File: src/pkg/bridge_fault_defs.vh
/*
 * Constants for the bridge fault qualifier: qualifier mode codes, steps and
 * the cycle counts derived from them at a 125 MHz clock.
 * Assumes a single clock of the period given here.
 */
`ifndef BRIDGE_FAULT_DEFS_VH
`define BRIDGE_FAULT_DEFS_VH

`define CLK_PERIOD_PS        8000
`define OC_THR_STEP_MV       200
`define OC_QUAL_STEP_NS      500
`define OC_QUAL_STEP_CYC     ((`OC_QUAL_STEP_NS * 1000) / `CLK_PERIOD_PS)
`define BOOT_TIMEOUT_US      200
`define BOOT_TIMEOUT_CYC     ((`BOOT_TIMEOUT_US * 1000000) / `CLK_PERIOD_PS)
`define QUAL_MODE_DEBOUNCE   1'b0
`define QUAL_MODE_BLANK      1'b1

`endif

File: src/design/phase_boot_manager.v
/*
 * One phase of bootstrap charge management and bootstrap undervoltage
 * fault handling. Produces the gated high-side and low-side drives.
 * Assumes every input is already synchronised to clock_i.
 */
`include "bridge_fault_defs.vh"

module phase_boot_manager #(
  parameter TIMEOUT_CYC = `BOOT_TIMEOUT_CYC
) (
  input  wire clock_i,
  input  wire rst_i,
  input  wire hs_cmd_i,
  input  wire ls_cmd_i,
  input  wire boot_above_on_i,
  input  wire boot_below_off_i,
  input  wire boot_uv_i,
  input  wire manager_on_i,
  input  wire uv_mask_i,
  input  wire stop_all_i,
  input  wire global_off_i,
  input  wire clear_state_i,
  input  wire clear_bit_i,
  output reg  hs_drive_o,
  output reg  ls_drive_o,
  output wire fault_event_o,
  output reg  fault_state_o,
  output reg  fault_bit_o
);

  localparam CW = 24;
  localparam integer  TMO_I = TIMEOUT_CYC;
  localparam [CW-1:0] TMO   = TMO_I[CW-1:0];

  reg          charging_q;
  reg [CW-1:0] tmo_q;
  reg          hs_cmd_q;
  wire         hs_rise;
  wire         need_charge;
  wire         tmo_hit;
  wire         direct_uv;

  assign hs_rise = hs_cmd_i & ~hs_cmd_q;
  // Turn-on needs charge.
  // Recharge on droop.
  assign need_charge = manager_on_i & hs_cmd_i & ~fault_state_o &
    ((~hs_drive_o & ~boot_above_on_i) | (hs_drive_o & boot_below_off_i));
  // Recharge timeout.
  assign tmo_hit = charging_q & (tmo_q >= TMO - 1'b1);
  // Unmanaged immediate fault.
  assign direct_uv = ~manager_on_i & boot_uv_i & hs_cmd_i;
  // Undervoltage mask.
  assign fault_event_o = ~uv_mask_i & ~fault_state_o & (tmo_hit | direct_uv);

  always @(posedge clock_i or posedge rst_i) begin
    if (rst_i) begin
      hs_cmd_q   <= 1'b0;
      charging_q <= 1'b0;
      tmo_q      <= {CW{1'b0}};
    end else begin
      hs_cmd_q <= hs_cmd_i;
      if (need_charge & ~tmo_hit) begin
        charging_q <= 1'b1;
        tmo_q      <= charging_q ? tmo_q + 1'b1 : {CW{1'b0}};
      end else begin
        charging_q <= 1'b0;
        tmo_q      <= {CW{1'b0}};
      end
    end
  end

  always @(posedge clock_i or posedge rst_i) begin
    if (rst_i) begin
      fault_state_o <= 1'b0;
      fault_bit_o   <= 1'b0;
    end else begin
      // Latch fault state.
      // Latch fault state.
      if (fault_event_o) begin
        fault_state_o <= 1'b1;
      end else if (clear_state_i | (~stop_all_i & hs_rise)) begin
        // Clear on recommand.
        fault_state_o <= 1'b0;
      end
      // Sticky bit, set wins.
      if (fault_event_o) begin
        fault_bit_o <= 1'b1;
      end else if (clear_bit_i) begin
        fault_bit_o <= 1'b0;
      end
    end
  end

  // Drives are registered so the gate outputs never glitch.
  always @(posedge clock_i or posedge rst_i) begin
    if (rst_i) begin
      hs_drive_o <= 1'b0;
      ls_drive_o <= 1'b0;
    end else if (global_off_i) begin
      hs_drive_o <= 1'b0;
      ls_drive_o <= 1'b0;
    end else if (fault_state_o | fault_event_o) begin
      // Only high side off.
      // The low side stays under command, so the phase can still brake.
      hs_drive_o <= 1'b0;
      ls_drive_o <= ls_cmd_i & ~hs_cmd_i;
    end else if (charging_q | need_charge) begin
      hs_drive_o <= 1'b0;
      ls_drive_o <= 1'b1;
    end else begin
      hs_drive_o <= hs_cmd_i;
      ls_drive_o <= ls_cmd_i & ~hs_cmd_i;
    end
  end

endmodule

File: src/design/bridge_fault_qualifier.v
/*
 * Bridge fault qualifier: overcurrent debounce or blanking qualifier,
 * bootstrap charge management for three phases and the fault actions
 * that follow from the stop-all-on-fault setting.
 * Assumes comparator outputs and phase commands arrive asynchronously and
 * the serial interface delivers a one-cycle diagnostic read pulse.
 */
// Summary of operation
// Threshold is (code plus one) times 200 mV.
// Offset shifts amplifier and threshold alike.
// One bit picks debounce or blanking.
// Debounce: comparator must hold full period.
// Blanking: ignore comparator after any switching.
// New switching restarts the blanking period.
// Qualifier period is code times 500 ns.
// Valid overcurrent: live flag, sticky status bit.
// Overcurrent mask disables overcurrent monitoring.
// Bootstrap manager on unless disable bit set.
// High-side waits for charge, low-side recharges.
// High-side droop starts a recharge cycle.
// Recharge timeout makes undervoltage fault valid.
// Unmanaged undervoltage at high-side on: immediate.
// Stop-all off: latch, flag, bit, one switch.
// Stop-all off: recommand clears state and flag.
// Stop-all off: bit clears on read only.
// Stop-all on: latch, flag, bit, all off.
// Stop-all on: clear on read with select 0.
// Undervoltage mask disables all three phases.
// Timers count the internal reference clock.
`include "bridge_fault_defs.vh"

module bridge_fault_qualifier #(
  parameter BOOT_TIMEOUT = `BOOT_TIMEOUT_CYC,
  parameter QSTEP        = `OC_QUAL_STEP_CYC
) (
  input  wire       clock_i,
  input  wire       rst_i,
  input  wire [3:0] overcurrent_threshold_code_i,
  input  wire [3:0] sense_offset_code_i,
  input  wire       overcurrent_qual_mode_i,
  input  wire [3:0] overcurrent_qual_time_i,
  input  wire       overcurrent_mask_i,
  input  wire       oc_comp_i,
  input  wire       boot_manager_disable_i,
  input  wire       stop_all_on_fault_i,
  input  wire       boot_uv_mask_i,
  input  wire [2:0] hs_cmd_i,
  input  wire [2:0] ls_cmd_i,
  input  wire [2:0] boot_above_on_i,
  input  wire [2:0] boot_below_off_i,
  input  wire [2:0] boot_uv_i,
  input  wire       diag_read_i,
  input  wire       read_clear_sel_i,
  output reg  [8:0] oc_threshold_mv_div10_o,
  output reg  [3:0] oc_threshold_offset_o,
  output wire [2:0] hs_drive_o,
  output wire [2:0] ls_drive_o,
  output reg        fault_flag_o,
  output reg        overcurrent_flag_o,
  output wire       boot_uv_phase_a_o,
  output wire       boot_uv_phase_b_o,
  output wire       boot_uv_phase_c_o
);

  // The top code gives 320 in 10 mV units, so the threshold needs 9 bits.
  localparam integer STEP10_I = `OC_THR_STEP_MV / 10;
  localparam integer QSTEP_I  = QSTEP;
  localparam [8:0]   STEP10   = STEP10_I[8:0];
  localparam [7:0]   QS       = QSTEP_I[7:0];

  // Two-flop synchronisers for all asynchronous pin inputs.
  reg [15:0] s1_q;
  reg [15:0] s2_q;
  wire [15:0] raw = {oc_comp_i, hs_cmd_i, ls_cmd_i, boot_above_on_i,
                     boot_below_off_i, boot_uv_i};
  always @(posedge clock_i or posedge rst_i) begin
    if (rst_i) begin
      s1_q <= 16'h0000;
      s2_q <= 16'h0000;
    end else begin
      s1_q <= raw;
      s2_q <= s1_q;
    end
  end
  wire       comp   = s2_q[15];
  wire [2:0] hs_cmd = s2_q[14:12];
  wire [2:0] ls_cmd = s2_q[11:9];
  wire [2:0] b_on   = s2_q[8:6];
  wire [2:0] b_off  = s2_q[5:3];
  wire [2:0] b_uv   = s2_q[2:0];

  // Threshold DAC code, in units of 10 mV, and the offset that rides on it.
  always @(posedge clock_i or posedge rst_i) begin
    if (rst_i) begin
      oc_threshold_mv_div10_o <= 9'h000;
      oc_threshold_offset_o   <= 4'h0;
    end else begin
      // Threshold from code.
      oc_threshold_mv_div10_o <= ({5'h00, overcurrent_threshold_code_i} +
                                  9'h001) * STEP10;
      // Offset on threshold.
      oc_threshold_offset_o <= sense_offset_code_i;
    end
  end

  // Qualifier timer: step prescaler and a step counter.
  reg  [7:0] pre_q;
  reg  [3:0] steps_q;
  reg        running_q;
  reg  [2:0] drv_q;
  wire       switched;
  wire       done;
  wire       debounce = overcurrent_qual_mode_i == `QUAL_MODE_DEBOUNCE;
  reg  [2:0] ls_q;

  assign switched = (hs_drive_o != drv_q) | (ls_drive_o != ls_q);
  // Period is code times step.
  // Reference clock timing.
  assign done = running_q & (steps_q >= overcurrent_qual_time_i);

  always @(posedge clock_i or posedge rst_i) begin
    if (rst_i) begin
      drv_q     <= 3'h0;
      ls_q      <= 3'h0;
      pre_q     <= 8'h00;
      steps_q   <= 4'h0;
      running_q <= 1'b0;
    end else begin
      drv_q <= hs_drive_o;
      ls_q  <= ls_drive_o;
      // Mode select.
      if (debounce) begin
        // Debounce restart.
        if (!comp || overcurrent_mask_i) begin
          running_q <= 1'b0;
          pre_q     <= 8'h00;
          steps_q   <= 4'h0;
        end else if (!running_q) begin
          running_q <= 1'b1;
          pre_q     <= 8'h00;
          steps_q   <= 4'h0;
        end else if (!done) begin
          if (pre_q >= QS - 8'h01) begin
            pre_q   <= 8'h00;
            steps_q <= steps_q + 4'h1;
          end else begin
            pre_q <= pre_q + 8'h01;
          end
        end
      end else begin
        // Blanking start.
        // Retrigger on switching.
        if (switched) begin
          running_q <= 1'b1;
          pre_q     <= 8'h00;
          steps_q   <= 4'h0;
        end else if (done) begin
          running_q <= 1'b0;
        end else if (running_q) begin
          if (pre_q >= QS - 8'h01) begin
            pre_q   <= 8'h00;
            steps_q <= steps_q + 4'h1;
          end else begin
            pre_q <= pre_q + 8'h01;
          end
        end
      end
    end
  end

  // Mask gates monitoring.
  wire oc_valid = ~overcurrent_mask_i & comp &
                  (debounce ? done : ~running_q & ~switched);

  // Bootstrap handling per phase.
  wire [2:0] ev;
  wire [2:0] st;
  wire [2:0] fb;
  reg        stop_all_q;
  // Manager enable.
  wire       manager_on = ~boot_manager_disable_i;
  // Read clear with select.
  wire       rd_clear_all = diag_read_i & ~read_clear_sel_i;
  wire       clr_state = stop_all_on_fault_i & rd_clear_all;
  wire       clr_bit   = stop_all_on_fault_i ? rd_clear_all : diag_read_i;

  genvar g;
  generate
    for (g = 0; g < 3; g = g + 1) begin : ph
      phase_boot_manager #(
        .TIMEOUT_CYC (BOOT_TIMEOUT)
      ) u_ph (
        .clock_i          (clock_i),
        .rst_i            (rst_i),
        .hs_cmd_i         (hs_cmd[g]),
        .ls_cmd_i         (ls_cmd[g]),
        .boot_above_on_i  (b_on[g]),
        .boot_below_off_i (b_off[g]),
        .boot_uv_i        (b_uv[g]),
        .manager_on_i     (manager_on),
        .uv_mask_i        (boot_uv_mask_i),
        .stop_all_i       (stop_all_on_fault_i),
        .global_off_i     (stop_all_q),
        .clear_state_i    (clr_state),
        .clear_bit_i      (clr_bit),
        .hs_drive_o       (hs_drive_o[g]),
        .ls_drive_o       (ls_drive_o[g]),
        .fault_event_o    (ev[g]),
        .fault_state_o    (st[g]),
        .fault_bit_o      (fb[g])
      );
    end
  endgenerate

  // Whole-bridge shutdown, held until the fault state clears.
  always @(posedge clock_i or posedge rst_i) begin
    if (rst_i) begin
      stop_all_q <= 1'b0;
    end else if (stop_all_on_fault_i & (|ev)) begin
      // Disable all switches.
      stop_all_q <= 1'b1;
    end else if (~(|st) | ~stop_all_on_fault_i) begin
      stop_all_q <= 1'b0;
    end
  end

  assign boot_uv_phase_a_o = fb[0];
  assign boot_uv_phase_b_o = fb[1];
  assign boot_uv_phase_c_o = fb[2];

  always @(posedge clock_i or posedge rst_i) begin
    if (rst_i) begin
      fault_flag_o       <= 1'b0;
      overcurrent_flag_o <= 1'b0;
    end else begin
      // Live flag, sticky bit.
      fault_flag_o <= oc_valid | (|ev) | (|st);
      if (oc_valid) begin
        overcurrent_flag_o <= 1'b1;
      end
    end
  end

endmodule

File: config.mk
export PLATFORM = sky130hd
export DESIGN_NAME = bridge_fault_qualifier
export DESIGN_NICKNAME = d
export VERILOG_FILES = /design/src/design/phase_boot_manager.v /design/src/design/bridge_fault_qualifier.v
export VERILOG_INCLUDE_DIRS = /design/src /design/src/pkg
export SDC_FILE = /design/constraint.sdc
export NUM_CORES = 1
export LEC_CHECK = 0
export BUFFER_PORTS_ARGS = -buffer_cell sky130_fd_sc_hd__buf_2
export CAP_MARGIN = 10
export CORE_ASPECT_RATIO = 2
export CORE_MARGIN = 5
export CORE_UTILIZATION = 25
export DETAILED_ROUTE_END_ITERATION = 10
export PLACE_DENSITY_LB_ADDON = 0.05
export SYNTH_ARGS = -nofsm -noshare
export SYNTH_HDL_FRONTEND = slang
export SYNTH_SLANG_ARGS = --single-unit
File: constraint.sdc
create_clock -name clock_i -period 4.8 [get_ports clock_i]
set_clock_uncertainty 0.05 [all_clocks]
set_input_delay 0.48 -clock clock_i [delete_from_list [all_inputs] [get_ports clock_i]]
set_output_delay 0.48 -clock clock_i [all_outputs]
set_load 0.01 [all_outputs]
## After elaboration in Yosys (flattened, before gate mapping)

Cells that the tools add are included.

- Word-level logic and storage cells: 218
- Register bits: 155
- Output and inout bits: 24
- Input bits: 37

- Order comparisons: 5
- Muxes and demuxes: 61
- Eq/ne operators: 6
- Bitwise gates (word level): 94
- Reductions and logical operators: 12
- $mul: 1
- Add/sub/neg operators: 6

Operators with widths:

| operator | count |
|---|---|
| 24-bit two-way mux | 6 |
| 24-bit by 1-bit adder with 24-bit output, second input constant | 3 |
| 24-bit by 15-bit greater-or-equal comparator with 1-bit output, second input constant | 3 |
| 8-bit two-way mux | 8 |
| 1-bit AND | 49 |
| 1-bit two-way mux | 39 |
| 4-bit two-way mux | 8 |
| 1-bit inverter | 26 |
| 1-bit bitwise OR | 19 |
| 2-bit nonzero test | 7 |
| 8-bit by 1-bit adder with 8-bit output, second input constant | 1 |
| 8-bit by 6-bit greater-or-equal comparator with 1-bit output, second input constant | 1 |
| 5-bit by 3-bit multiplier with 7-bit output, second input constant | 1 |
| 3-bit by 1-bit inequality test with 1-bit output, second input constant | 2 |
| 3-bit inequality test | 2 |
| 3-bit OR reduction | 2 |
| 4-bit by 1-bit adder with 5-bit output, second input constant | 1 |
| 4-bit by 1-bit adder with 4-bit output, second input constant | 1 |
| 4-bit greater-or-equal comparator | 1 |
| 4-bit by 3-bit inequality test with 1-bit output, second input constant | 1 |
| 3-bit inequality test, second input constant | 1 |
| 3-bit AND reduction | 1 |
| 1-bit zero test | 1 |
| 1-bit logical OR | 1 |

## Logic depth before layout (Yosys ltp)

Gate-level depths: netlist of run 1.

- Word-level depth: 8
- Depth in mapped cells: 9
- Gate-level depth less buffers: 8

## By module

From an unflattened synthesis of run 1, not the netlist that was laid out.

- Cells, all modules: 545
- Area total of the unflattened synthesis: 6,288.5 um^2

By module, submodules not included:

| module | area an instance (um^2) | seq. area each (um^2) | cells each | instances |
|---|---|---|---|---|
| phase_boot_manager (ph[0].u_ph ...) | 1,276.2 | 750.7 | 120 | 2 |
| bridge_fault_qualifier | 2,423.6 | 1,626.6 | 182 | 1 |
| phase_boot_manager (ph[1].u_ph) | 1,312.5 | 750.7 | 123 | 1 |

## Least setup slack after synthesis of run 1

OpenSTA, ideal clock, no wires.

- Path kind: input to register
- From: input overcurrent_threshold_code_i[0]
- To: register oc_threshold_mv_div10_o[8]
- Data required time: 4.670 ns
- Path buffers: 0
- Setup time: 0.080 ns
- Cell stages on the path: 7
- Path slack: 2.727 ns
- Arrival: 1.943 ns
- Path through: ha_1 > and3_1 > ha_1 > ha_1 > a21o_1 > a21oi_1 > xnor2_1

- Cells in the longest elaborated chain, start to end: 2

Ends and longest elaborated chain:

| what | line | RTL |
|---|---|---|
| from (decl) | bridge_fault_qualifier.v:38 | `input wire [3:0] overcurrent_threshold_code_i,` |
| 4-bit by 1-bit adder with 5-bit output | bridge_fault_qualifier.v:99 | `oc_threshold_mv_div10_o <= ({5'h00, overcurrent_threshold_code_i} +` |
| 5-bit by 3-bit multiplier with 7-bit output | bridge_fault_qualifier.v:100 | `9'h001) * STEP10;` |
| to (signal assigned) | bridge_fault_qualifier.v:99 |  |
| to (decl) | bridge_fault_qualifier.v:54 | `output reg [8:0] oc_threshold_mv_div10_o,` |

No other way between the ends.
A chain may end at the register's enable or synchronous reset.

## Final worst setup path of run 1

- From: register pre_q[0]
- To: register pre_q[5]

- Cells in the longest elaborated chain, start to end: 6
- Elaborated cells on any way between the ends: 10
- Classes of those cells: add/sub (1); order compare (1); mux (8)

Ends and longest elaborated chain:

| what | line | RTL |
|---|---|---|
| from (decl) | bridge_fault_qualifier.v:107 | `reg [7:0] pre_q;` |
| from (signal assigned) | bridge_fault_qualifier.v:147 | `pre_q <= pre_q + 8'h01;` |
| from (signal assigned) | bridge_fault_qualifier.v:164 | `pre_q <= pre_q + 8'h01;` |
| 8-bit by 1-bit adder with 8-bit output or 8-bit by 6-bit greater-or-equal comparator with 1-bit output (tied branches) | -- |  |
| 8-bit two-way mux * | bridge_fault_qualifier.v:143, bridge_fault_qualifier.v:160 |  |
| 8-bit two-way mux, on equally long branches | bridge_fault_qualifier.v:142, bridge_fault_qualifier.v:159 |  |
| 8-bit two-way mux, on equally long branches | bridge_fault_qualifier.v:138, bridge_fault_qualifier.v:157 |  |
| 8-bit two-way mux, on equally long branches | bridge_fault_qualifier.v:134, bridge_fault_qualifier.v:153 |  |
| 8-bit two-way mux * | bridge_fault_qualifier.v:132 | `if (debounce) begin` |

Mark *: on every way between the ends. The rest lies on a longest branch, timed or not. The select of a mux whose other input is x is not followed.

==> flow_summary.json, run 1 <==
{
  "result_of_the_run": "finished clean",
  "clk_transition_reported_paths_ps": 60,
  "yosys-mux-area-fraction_pct": 0.162,
  "dp_cells": 939,
  "grt_first_pass_wirelength_mm": 22.5,
  "dominant_cell_by_count_in_the_synthesized_netlist": "sky130_fd_sc_hd__dfrtp_1",
  "cts-htree-levels": 4,
  "synth_top_area_share_pct": 62.9,
  "finalCritPeriodShare_pct": 50.0,
  "floorplan.die.height_microns": 232,
  "cp.arrival_ps": 2650,
  "total_routed_length_mm": 13.6,
  "timing.final.crit_period_ps": 2400,
  "synth-edff-count": 0,
  "clockRootBuffer": "sky130_fd_sc_hd__clkbuf_16",
  "p_leak_nw": 3.30,
  "hold_path.class": "in -> reg",
  "growth_of_design_area_from_synthesis_to_finish_pct": 20.8,
  "drt_first_iter_violations": 164,
  "start_util_pct": 25.2,
  "syn_inst": 534,
  "globalplace.congestion": 0.752,
  "dpl.hpwl_mm": 9.87,
  "slew_headroom_pct": 48.3,
  "route.antenna.remaining_nets": 0,
  "insertedDiodeCount": 0,
  "async_flop_share_pct": 100,
  "insertion_delay_ps": 430,
  "synth.yosys.warnings": 0,
  "placeable_area_sq_um": 24400,
  "maxCapViolCount": 0,
  "synthesis.area_per_instance_sq_um": 11.5,
  "cts_setup_buffers": 0,
  "setup.worst_path.start_class": "flip-flop",
  "residual_drc_count": 0,
  "wl_per_instance_microns": 14.0,
  "dr.pass1.iters": 4,
  "design.portCount": 61,
  "largest_family_of_logic_cells_by_synthesized_area": "simple AND/OR/NAND/NOR gates",
  "stdcell_count": 971,
  "slew_viol_final": 0,
  "fin_setup_tns_ps": 0,
  "max_clock_freq_ghz": 0.416,
  "final_layout_size_suffix_gt1_share_pct": 15.3,
  "required_time_of_the_critical_path_ps": 5050,
  "power_density_nw_per_um2": 392,
  "synth_fa_ha_area_share_pct": 3.78,
  "cts_hold_buf": 0,
  "synthSimpleGateAreaFrac_pct": 17.4,
  "rows": 81,
  "yosysUniqueCellTypes": 47,
  "synth-compound-area-share_pct": 6.03,
  "worst-slew-pin-transition_ps": 776,
  "vias_in_the_first_global_route": 4318,
  "synth-seq-cells": 155,
  "grt_overflow": 0,
  "vias": 4073,
  "finalSetupViolCount": 0,
  "timing.setup.critical_path_class": "reg -> reg",
  "number_of_hold_slack_violations_in_the_final_timing_report": 0,
  "synth_xor_xnor_area_share_pct": 6.96,
  "power.ir.vdd_worst_uv": 210,
  "ctsLongestPathBuffers": 2,
  "grt_antenna_before_repair": 0,
  "count_of_input_and_output_buffers": 58,
  "cts_num_sinks": 155,
  "globalRouteTotalUtil_pct": 10.5,
  "yosysTopAreaCell": "sky130_fd_sc_hd__dfrtp_1",
  "synth_area_leaders": "sky130_fd_sc_hd__dfrtp_1 63%, sky130_fd_sc_hd__nor2_1 5.2%, sky130_fd_sc_hd__xor2_1 3.7%",
  "yosys_most_used_dff": "sky130_fd_sc_hd__dfrtp_1",
  "grt_max_degree": 81,
  "rsz0062_at_grt": "false",
  "finish.net_count": 681,
  "tritoncts": "done",
  "design_area_sq_um": 7440,
  "synth_area_sq_um": 6160,
  "post_cts.resized_instances": 0,
  "postPlaceCellArea_sq_um": 6890,
  "utilization_pct": 30.5,
  "design.die.area_sq_um": 28100,
  "fraction_of_the_yosys_area_taken_by_sequential_cells_pct": 62.9,
  "vias_per_cell": 4.19,
  "synth.top_cells.by_count": "155 x sky130_fd_sc_hd__dfrtp_1, 85 x sky130_fd_sc_hd__nor2_1, 33 x sky130_fd_sc_hd__nand3_1, 30 x sky130_fd_sc_hd__nand2_1, 26 x sky130_fd_sc_hd__xor2_1",
  "die-width_microns": 121,
  "critical_path.max_fanout": 11,
  "kind_of_end_point_of_the_critical_path": "flip-flop",
  "cts-buffers-inserted": 17
}
-- routing by layer --
metal,share of wire [%],track usage [%],vias up
li1,-,-,1978
met1,38,11.1,2006
met2,54,18.5,66
met3,4.0,3.22,23
met4,3.5,5.74,0
met5,0,0,-
-- metrics by stage --
stage	power, mW	setup WS, ps	hold WS (ps)
after floorplan	1.62	91.8	281
after global placement	1.71	2360	287
after detailed placement	1.72	2350	291
after CTS	2.99	2340	67.6
after global routing	3.08	2190	68.0
final	2.92	2400	102
-- state kept, by name (all words and copies together), names as in the netlist --
name and count:
ph.u_ph.charging_q 3, ph.u_ph.hs_cmd_q 3, ph.u_ph.fault_state_o 3, ph.u_ph.ls_drive_o 3, steps_q 4, overcurrent_flag_o 1
stop_all_q 1, s2_q 16, oc_threshold_mv_div10_o 7, ph.u_ph.fault_bit_o 3, fault_flag_o 1, ph.u_ph.hs_drive_o 3
ls_q 3, s1_q 16, running_q 1, ph.u_ph.tmo_q 72, oc_threshold_offset_o 4, drv_q 3
pre_q 8
-- report_power, final --
| group | switching, mW | internal [mW] | total, mW | leakage [nW] |
|---|---|---|---|---|
| clock | 0.544 | 0.691 | 1.23 | 0.259 |
| sequential | 0.0542 | 1.39 | 1.44 | 1.97 |
| combinational | 0.139 | 0.0993 | 0.239 | 1.08 |
-- kinds of logic (layout without fill, tap and decap cells) --
family | after synthesis | in the layout
XOR/XNOR | 49 | 49
multiplexers | 1 | 1
AO/OA/AOI/OAI | 55 | 55
buffers and inverters | 32 | 109
flip-flops | 155 | 155
other | 1 | 29
adder cells (fa/ha/maj) | 18 | 18
AND/OR/NAND/NOR | 223 | 223
-- final timing paths --
path	startpoint	to	slack [ps]	cells past startpoint
setup / recovery	pre_q[0]$_DFFE_PP0P_	pre_q[5]$_DFFE_PP0P_	2400	5
hold / removal	sense_offset_code_i[2]	oc_threshold_offset_o[2]$_DFF_PP0_	100	1
setup reg to reg	pre_q[0]$_DFFE_PP0P_	pre_q[5]$_DFFE_PP0P_	2400	5
hold reg to reg	s1_q[13]$_DFF_PP0_	s2_q[13]$_DFF_PP0_	300	0
max in group asynchronous	rst_i	s2_q[9]$_DFF_PP0_	3500	3
min in group asynchronous	rst_i	oc_threshold_mv_div10_o[7]$_DFF_PP0_	120	2
-- placed cells by master, fill, tap and decap left out, drive strengths merged, types with 3 or more instances in the layout --
| cell | n |
|---|---|
| a211o | 4 |
| a21o | 3 |
| a21oi | 10 |
| a31o | 3 |
| a31oi | 6 |
| and2 | 5 |
| and3 | 9 |
| and4 | 5 |
| buf | 60 |
| clkbuf | 20 |
| clkinv | 7 |
| clkinvlp | 4 |
| conb | 29 |
| dfrtp | 155 |
| ha | 17 |
| inv | 18 |
| nand2 | 30 |
| nand2b | 8 |
| nand3 | 33 |
| nand4 | 12 |
| nor2 | 85 |
| nor2b | 3 |
| nor3 | 15 |
| nor4 | 6 |
| o21ai | 14 |
| or3 | 4 |
| xnor2 | 23 |
| xor2 | 26 |
-- worst max-delay path, cell delays in order (launching register included) --
cell and delay [ps]:
sky130_fd_sc_hd__dfrtp_1 470, sky130_fd_sc_hd__ha_1 230, sky130_fd_sc_hd__nand2b_1 140, sky130_fd_sc_hd__a311o_1 510, sky130_fd_sc_hd__or3_1 500, sky130_fd_sc_hd__o41ai_1 380
-- layout make-up --
cell class                 instances  area (sq um)
fill                            2518         17000
sequential                       155          3880
multi-input combinational        375          2220
clock buffer                      20           457
tap                              332           415
timing repair buffer              60           305
clock inverter                    12          92.6
inverter                          17          68.8
Power figures use the tool's default switching activity.
==> run 2, diff against run 1 <==
--- a/config.mk
+++ b/config.mk
@@ -6,6 +6,7 @@
 export SDC_FILE = /design/constraint.sdc
 export NUM_CORES = 1
 export LEC_CHECK = 0
+export ABC_AREA = 1
 export BUFFER_PORTS_ARGS = -buffer_cell sky130_fd_sc_hd__buf_2
 export CAP_MARGIN = 10
 export CORE_ASPECT_RATIO = 2
==> constraint.sdc (replaced) <==
create_clock -name clock_i -period 1.9 [get_ports clock_i]
set_clock_uncertainty 0.05 [all_clocks]
set_input_delay 0.19 -clock clock_i [delete_from_list [all_inputs] [get_ports clock_i]]
set_output_delay 0.19 -clock clock_i [all_outputs]
set_load 0.01 [all_outputs]
==> flow_summary.json, run 2 <==
{
  "postPlaceCellArea_sq_um": 7600,
  "vias_per_cell": 4.13,
  "dr.pass1.iters": 4,
  "synthesis.area_per_instance_sq_um": 9.77,
  "largest_registers": "ph.u_ph.tmo_q x72, s1_q x16, s2_q x16",
  "synth-edff-count": 0,
  "timing.setup.critical_path_class": "reg -> reg",
  "finish.net_count": 885,
  "crit_buf_inv": 2,
  "rsz0062_at_grt": "true",
  "final_layout_size_suffix_gt1_share_pct": 21.9,
  "dominant_cell_by_count_in_the_synthesized_netlist": "sky130_fd_sc_hd__dfrtp_1",
  "internal_power_mw": 6.18,
  "place_ws_ps": -44.4,
  "result_of_the_run": "finished clean",
  "design.portCount": 61,
  "maxCapViolCount": 0,
  "synth_area_sq_um": 6680,
  "finalCritPeriodShare_pct": 96.1,
  "clockRootBuffer": "sky130_fd_sc_hd__clkbuf_16",
  "slew_viol_final": 0,
  "grt_max_degree": 63,
  "timing.final.crit_period_ps": 1830,
  "total_routed_length_mm": 15.3,
  "rr_worst_depth": 10,
  "globalplace.congestion": 0.744,
  "finalSetupViolCount": 0,
  "growth_of_design_area_from_synthesis_to_finish_pct": 29.9,
  "number_of_hold_slack_violations_in_the_final_timing_report": 0,
  "worst_slack_ps": 74.8,
  "synth.top_cells.by_count": "155 x sky130_fd_sc_hd__dfrtp_1, 108 x sky130_fd_sc_hd__nand2_1, 104 x sky130_fd_sc_hd__nor2_1, 76 x sky130_fd_sc_hd__inv_1, 53 x sky130_fd_sc_hd__nand3_1",
  "grt_antenna_before_repair": 0,
  "residual_drc_count": 0,
  "start_util_pct": 25.3,
  "cts-htree-levels": 4,
  "critical_path.max_fanout": 6,
  "kind_of_end_point_of_the_critical_path": "flip-flop",
  "wl_per_instance_microns": 12.9,
  "critical-path-slowest-cell": "sky130_fd_sc_hd__dfrtp_1",
  "count_of_input_and_output_buffers": 58,
  "syn_inst": 684,
  "commonest_non_fill_non_tap_cell_in_the_layout": "sky130_fd_sc_hd__dfrtp_1",
  "hold_path.class": "in -> reg",
  "cp.arrival_ps": 2100,
  "crit_path_cell_trace": "ha_4 -> inv_1 -> o21bai_1 -> nand3_1 -> nand4_1 -> nand4_2 -> nand2_4 -> buf_6 -> o21bai_1 -> and2_1",
  "cts_num_sinks": 155,
  "rows": 84,
  "design_area_sq_um": 8680,
  "grt_first_pass_wirelength_mm": 25.3,
  "cts-buffers-inserted": 17,
  "dpl.hpwl_mm": 11.2,
  "p_comb_share_pct": 10.4,
  "globalRouteTotalUtil_pct": 10.7,
  "floorplan.die.height_microns": 241,
  "design.die.area_sq_um": 30300,
  "required_time_of_the_critical_path_ps": 2170,
  "maximum_single_stage_delay_on_the_critical_path_ps": 410,
  "largest_reg_flops": 72,
  "synth_top_area_share_pct": 58.1,
  "hold-path-cell-count": 3,
  "async_flop_share_pct": 100,
  "placeable_area_sq_um": 26400,
  "clk_transition_reported_paths_ps": 60,
  "vias": 4896,
  "synth-seq-cells": 155,
  "drt_first_iter_violations": 187,
  "grt_overflow": 0,
  "layout.cells.most_common_list": "155 x sky130_fd_sc_hd__dfrtp_1, 101 x sky130_fd_sc_hd__nand2_1, 96 x sky130_fd_sc_hd__nor2_1, 74 x sky130_fd_sc_hd__inv_1, 58 x sky130_fd_sc_hd__buf_2",
  "max_flop_register": "ph.u_ph.tmo_q",
  "synth.yosys.warnings": 0,
  "insertion_delay_ps": 430,
  "power_share_of_the_clock_group_pct": 44.6,
  "power.ir.vdd_worst_uv": 458,
  "insertedDiodeCount": 0,
  "yosysTopAreaCell": "sky130_fd_sc_hd__dfrtp_1",
  "power_density_nw_per_um2": 937,
  "ctsLongestPathBuffers": 2,
  "yosys_most_used_dff": "sky130_fd_sc_hd__dfrtp_1",
  "yosysUniqueCellTypes": 44,
  "worstSetupPathDepth": 10,
  "cp_top_family": "simple AND/OR/NAND/NOR gates",
  "fraction_of_the_yosys_area_taken_by_sequential_cells_pct": 58.1,
  "setup.worst_path.start_class": "flip-flop",
  "seq_power_share_pct": 45.0,
  "die-width_microns": 126,
  "tritoncts": "done",
  "route.antenna.remaining_nets": 0,
  "p_leak_nw": 4.09,
  "max_clock_freq_ghz": 0.548,
  "netSwitchingFraction_pct": 24.0,
  "vias_in_the_first_global_route": 5193,
  "synth_area_leaders": "sky130_fd_sc_hd__dfrtp_1 58%, sky130_fd_sc_hd__nand2_1 6.1%, sky130_fd_sc_hd__nor2_1 5.8%",
  "p_sw_mw": 1.95,
  "worst_path_most_repeated_cell": "sky130_fd_sc_hd__o21bai_1"
}
==> run 2: changes by cell type after synthesis, moves of 7 or more <==
cell / previous run / this run
sky130_fd_sc_hd__o21ai_0: 13 / 20
sky130_fd_sc_hd__and3_1: 9 / 2
sky130_fd_sc_hd__nor3b_1: 2 / 15
sky130_fd_sc_hd__xor2_1: 26 / 17
sky130_fd_sc_hd__nand2b_1: 8 / 0
sky130_fd_sc_hd__nand3_1: 33 / 53
sky130_fd_sc_hd__xnor2_1: 23 / 5
sky130_fd_sc_hd__inv_1: 17 / 76
sky130_fd_sc_hd__nor2_1: 85 / 104
sky130_fd_sc_hd__nand2_1: 30 / 108
==> run 2: metal layers <==
layer / vias up / routed length, microns / global-route usage [%]
li1: 2457 / - / -
met1: 2340 / 5810 / 11.0
met2: 76 / 8510 / 19.6
met3: 23 / 623 / 3.57
met4: 0 / 398 / 4.97
met5: - / 0 / 0
==> run 2: through the flow <==
stage               TNS (ps)  std cells  utilization [%]  hold WS, ps  total power, mW
detailed placement     -44.4       1124             28.8         73.1             4.52
global route           -95.1       1185             32.9         37.5             8.56
CTS                        0       1177             32.1         4.45             8.28
finish                     0       1185             32.9         31.7             8.13
floorplan             -46330        712                -          171             4.18
global placement       -14.3       1124             28.8         73.3             4.52
==> run 2: final timing paths <==
kind                                         from                              to  slack, ps
min in group asynchronous                   rst_i  ph[1].u_ph.tmo_q[17]$_DFF_PP0_        170
max in group asynchronous                   rst_i          steps_q[0]$_DFFE_PP0P_       1050
min                           stop_all_on_fault_i          stop_all_q$_DFFE_PP0P_         30
min reg2reg                     s1_q[9]$_DFF_PP0_               s2_q[9]$_DFF_PP0_        300
max                        steps_q[1]$_DFFE_PP0P_            pre_q[3]$_DFFE_PP0P_         70
max reg2reg                steps_q[1]$_DFFE_PP0P_            pre_q[3]$_DFFE_PP0P_         70
==> run 2: cells by family (layout without fill, tap and decap cells) <==
family	after synthesis	after routing	share of synthesized area (%)
xor+xnor	22	22	2.88
simple gates	346	348	24.9
compound gates	50	50	4.49
other cells	1	29	0.0561
fa+ha+maj	18	18	3.48
flops	155	155	58.1
buf+inv	92	219	6.10
==> run 2: power by group through the flow <==
stage / clock network (mW) / logic, mW / registers [mW]
after global routing: 3.90 / 0.971 / 3.68
final: 3.63 / 0.847 / 3.65
after floorplan: 0 / 0.475 / 3.70
after detailed placement: 0 / 0.808 / 3.71
after CTS: 3.78 / 0.851 / 3.65
after global placement: 0 / 0.809 / 3.71
==> run 2: area by class of cell <==
| cell class | count | area [sq um] |
|---|---|---|
| Fill cell | 2702 | 17700 |
| Sequential cell | 155 | 3880 |
| Multi-Input combinational cell | 467 | 2670 |
| Timing Repair Buffer | 112 | 782 |
| Clock buffer | 23 | 488 |
| Tap cell | 344 | 430 |
| Inverter | 77 | 295 |
| Clock inverter | 7 | 138 |
==> run 2: worst min-delay path, delay by kind of cell <==
kind          cells  cell delay [ps]
buf+inv           2              230
simple gates      1               50
==> run 2: timing repair <==
item | 4_1_cts | 5_1_grt
resized for setup | 3 | 38
endpoints found under the hold margin | 177 | 0
cloned | 0 | 3
buffers inserted | 0 | 5
pin swaps | 1 | 14
hold buffers | 23 | 0
endpoints found under the setup margin | 2 | 36
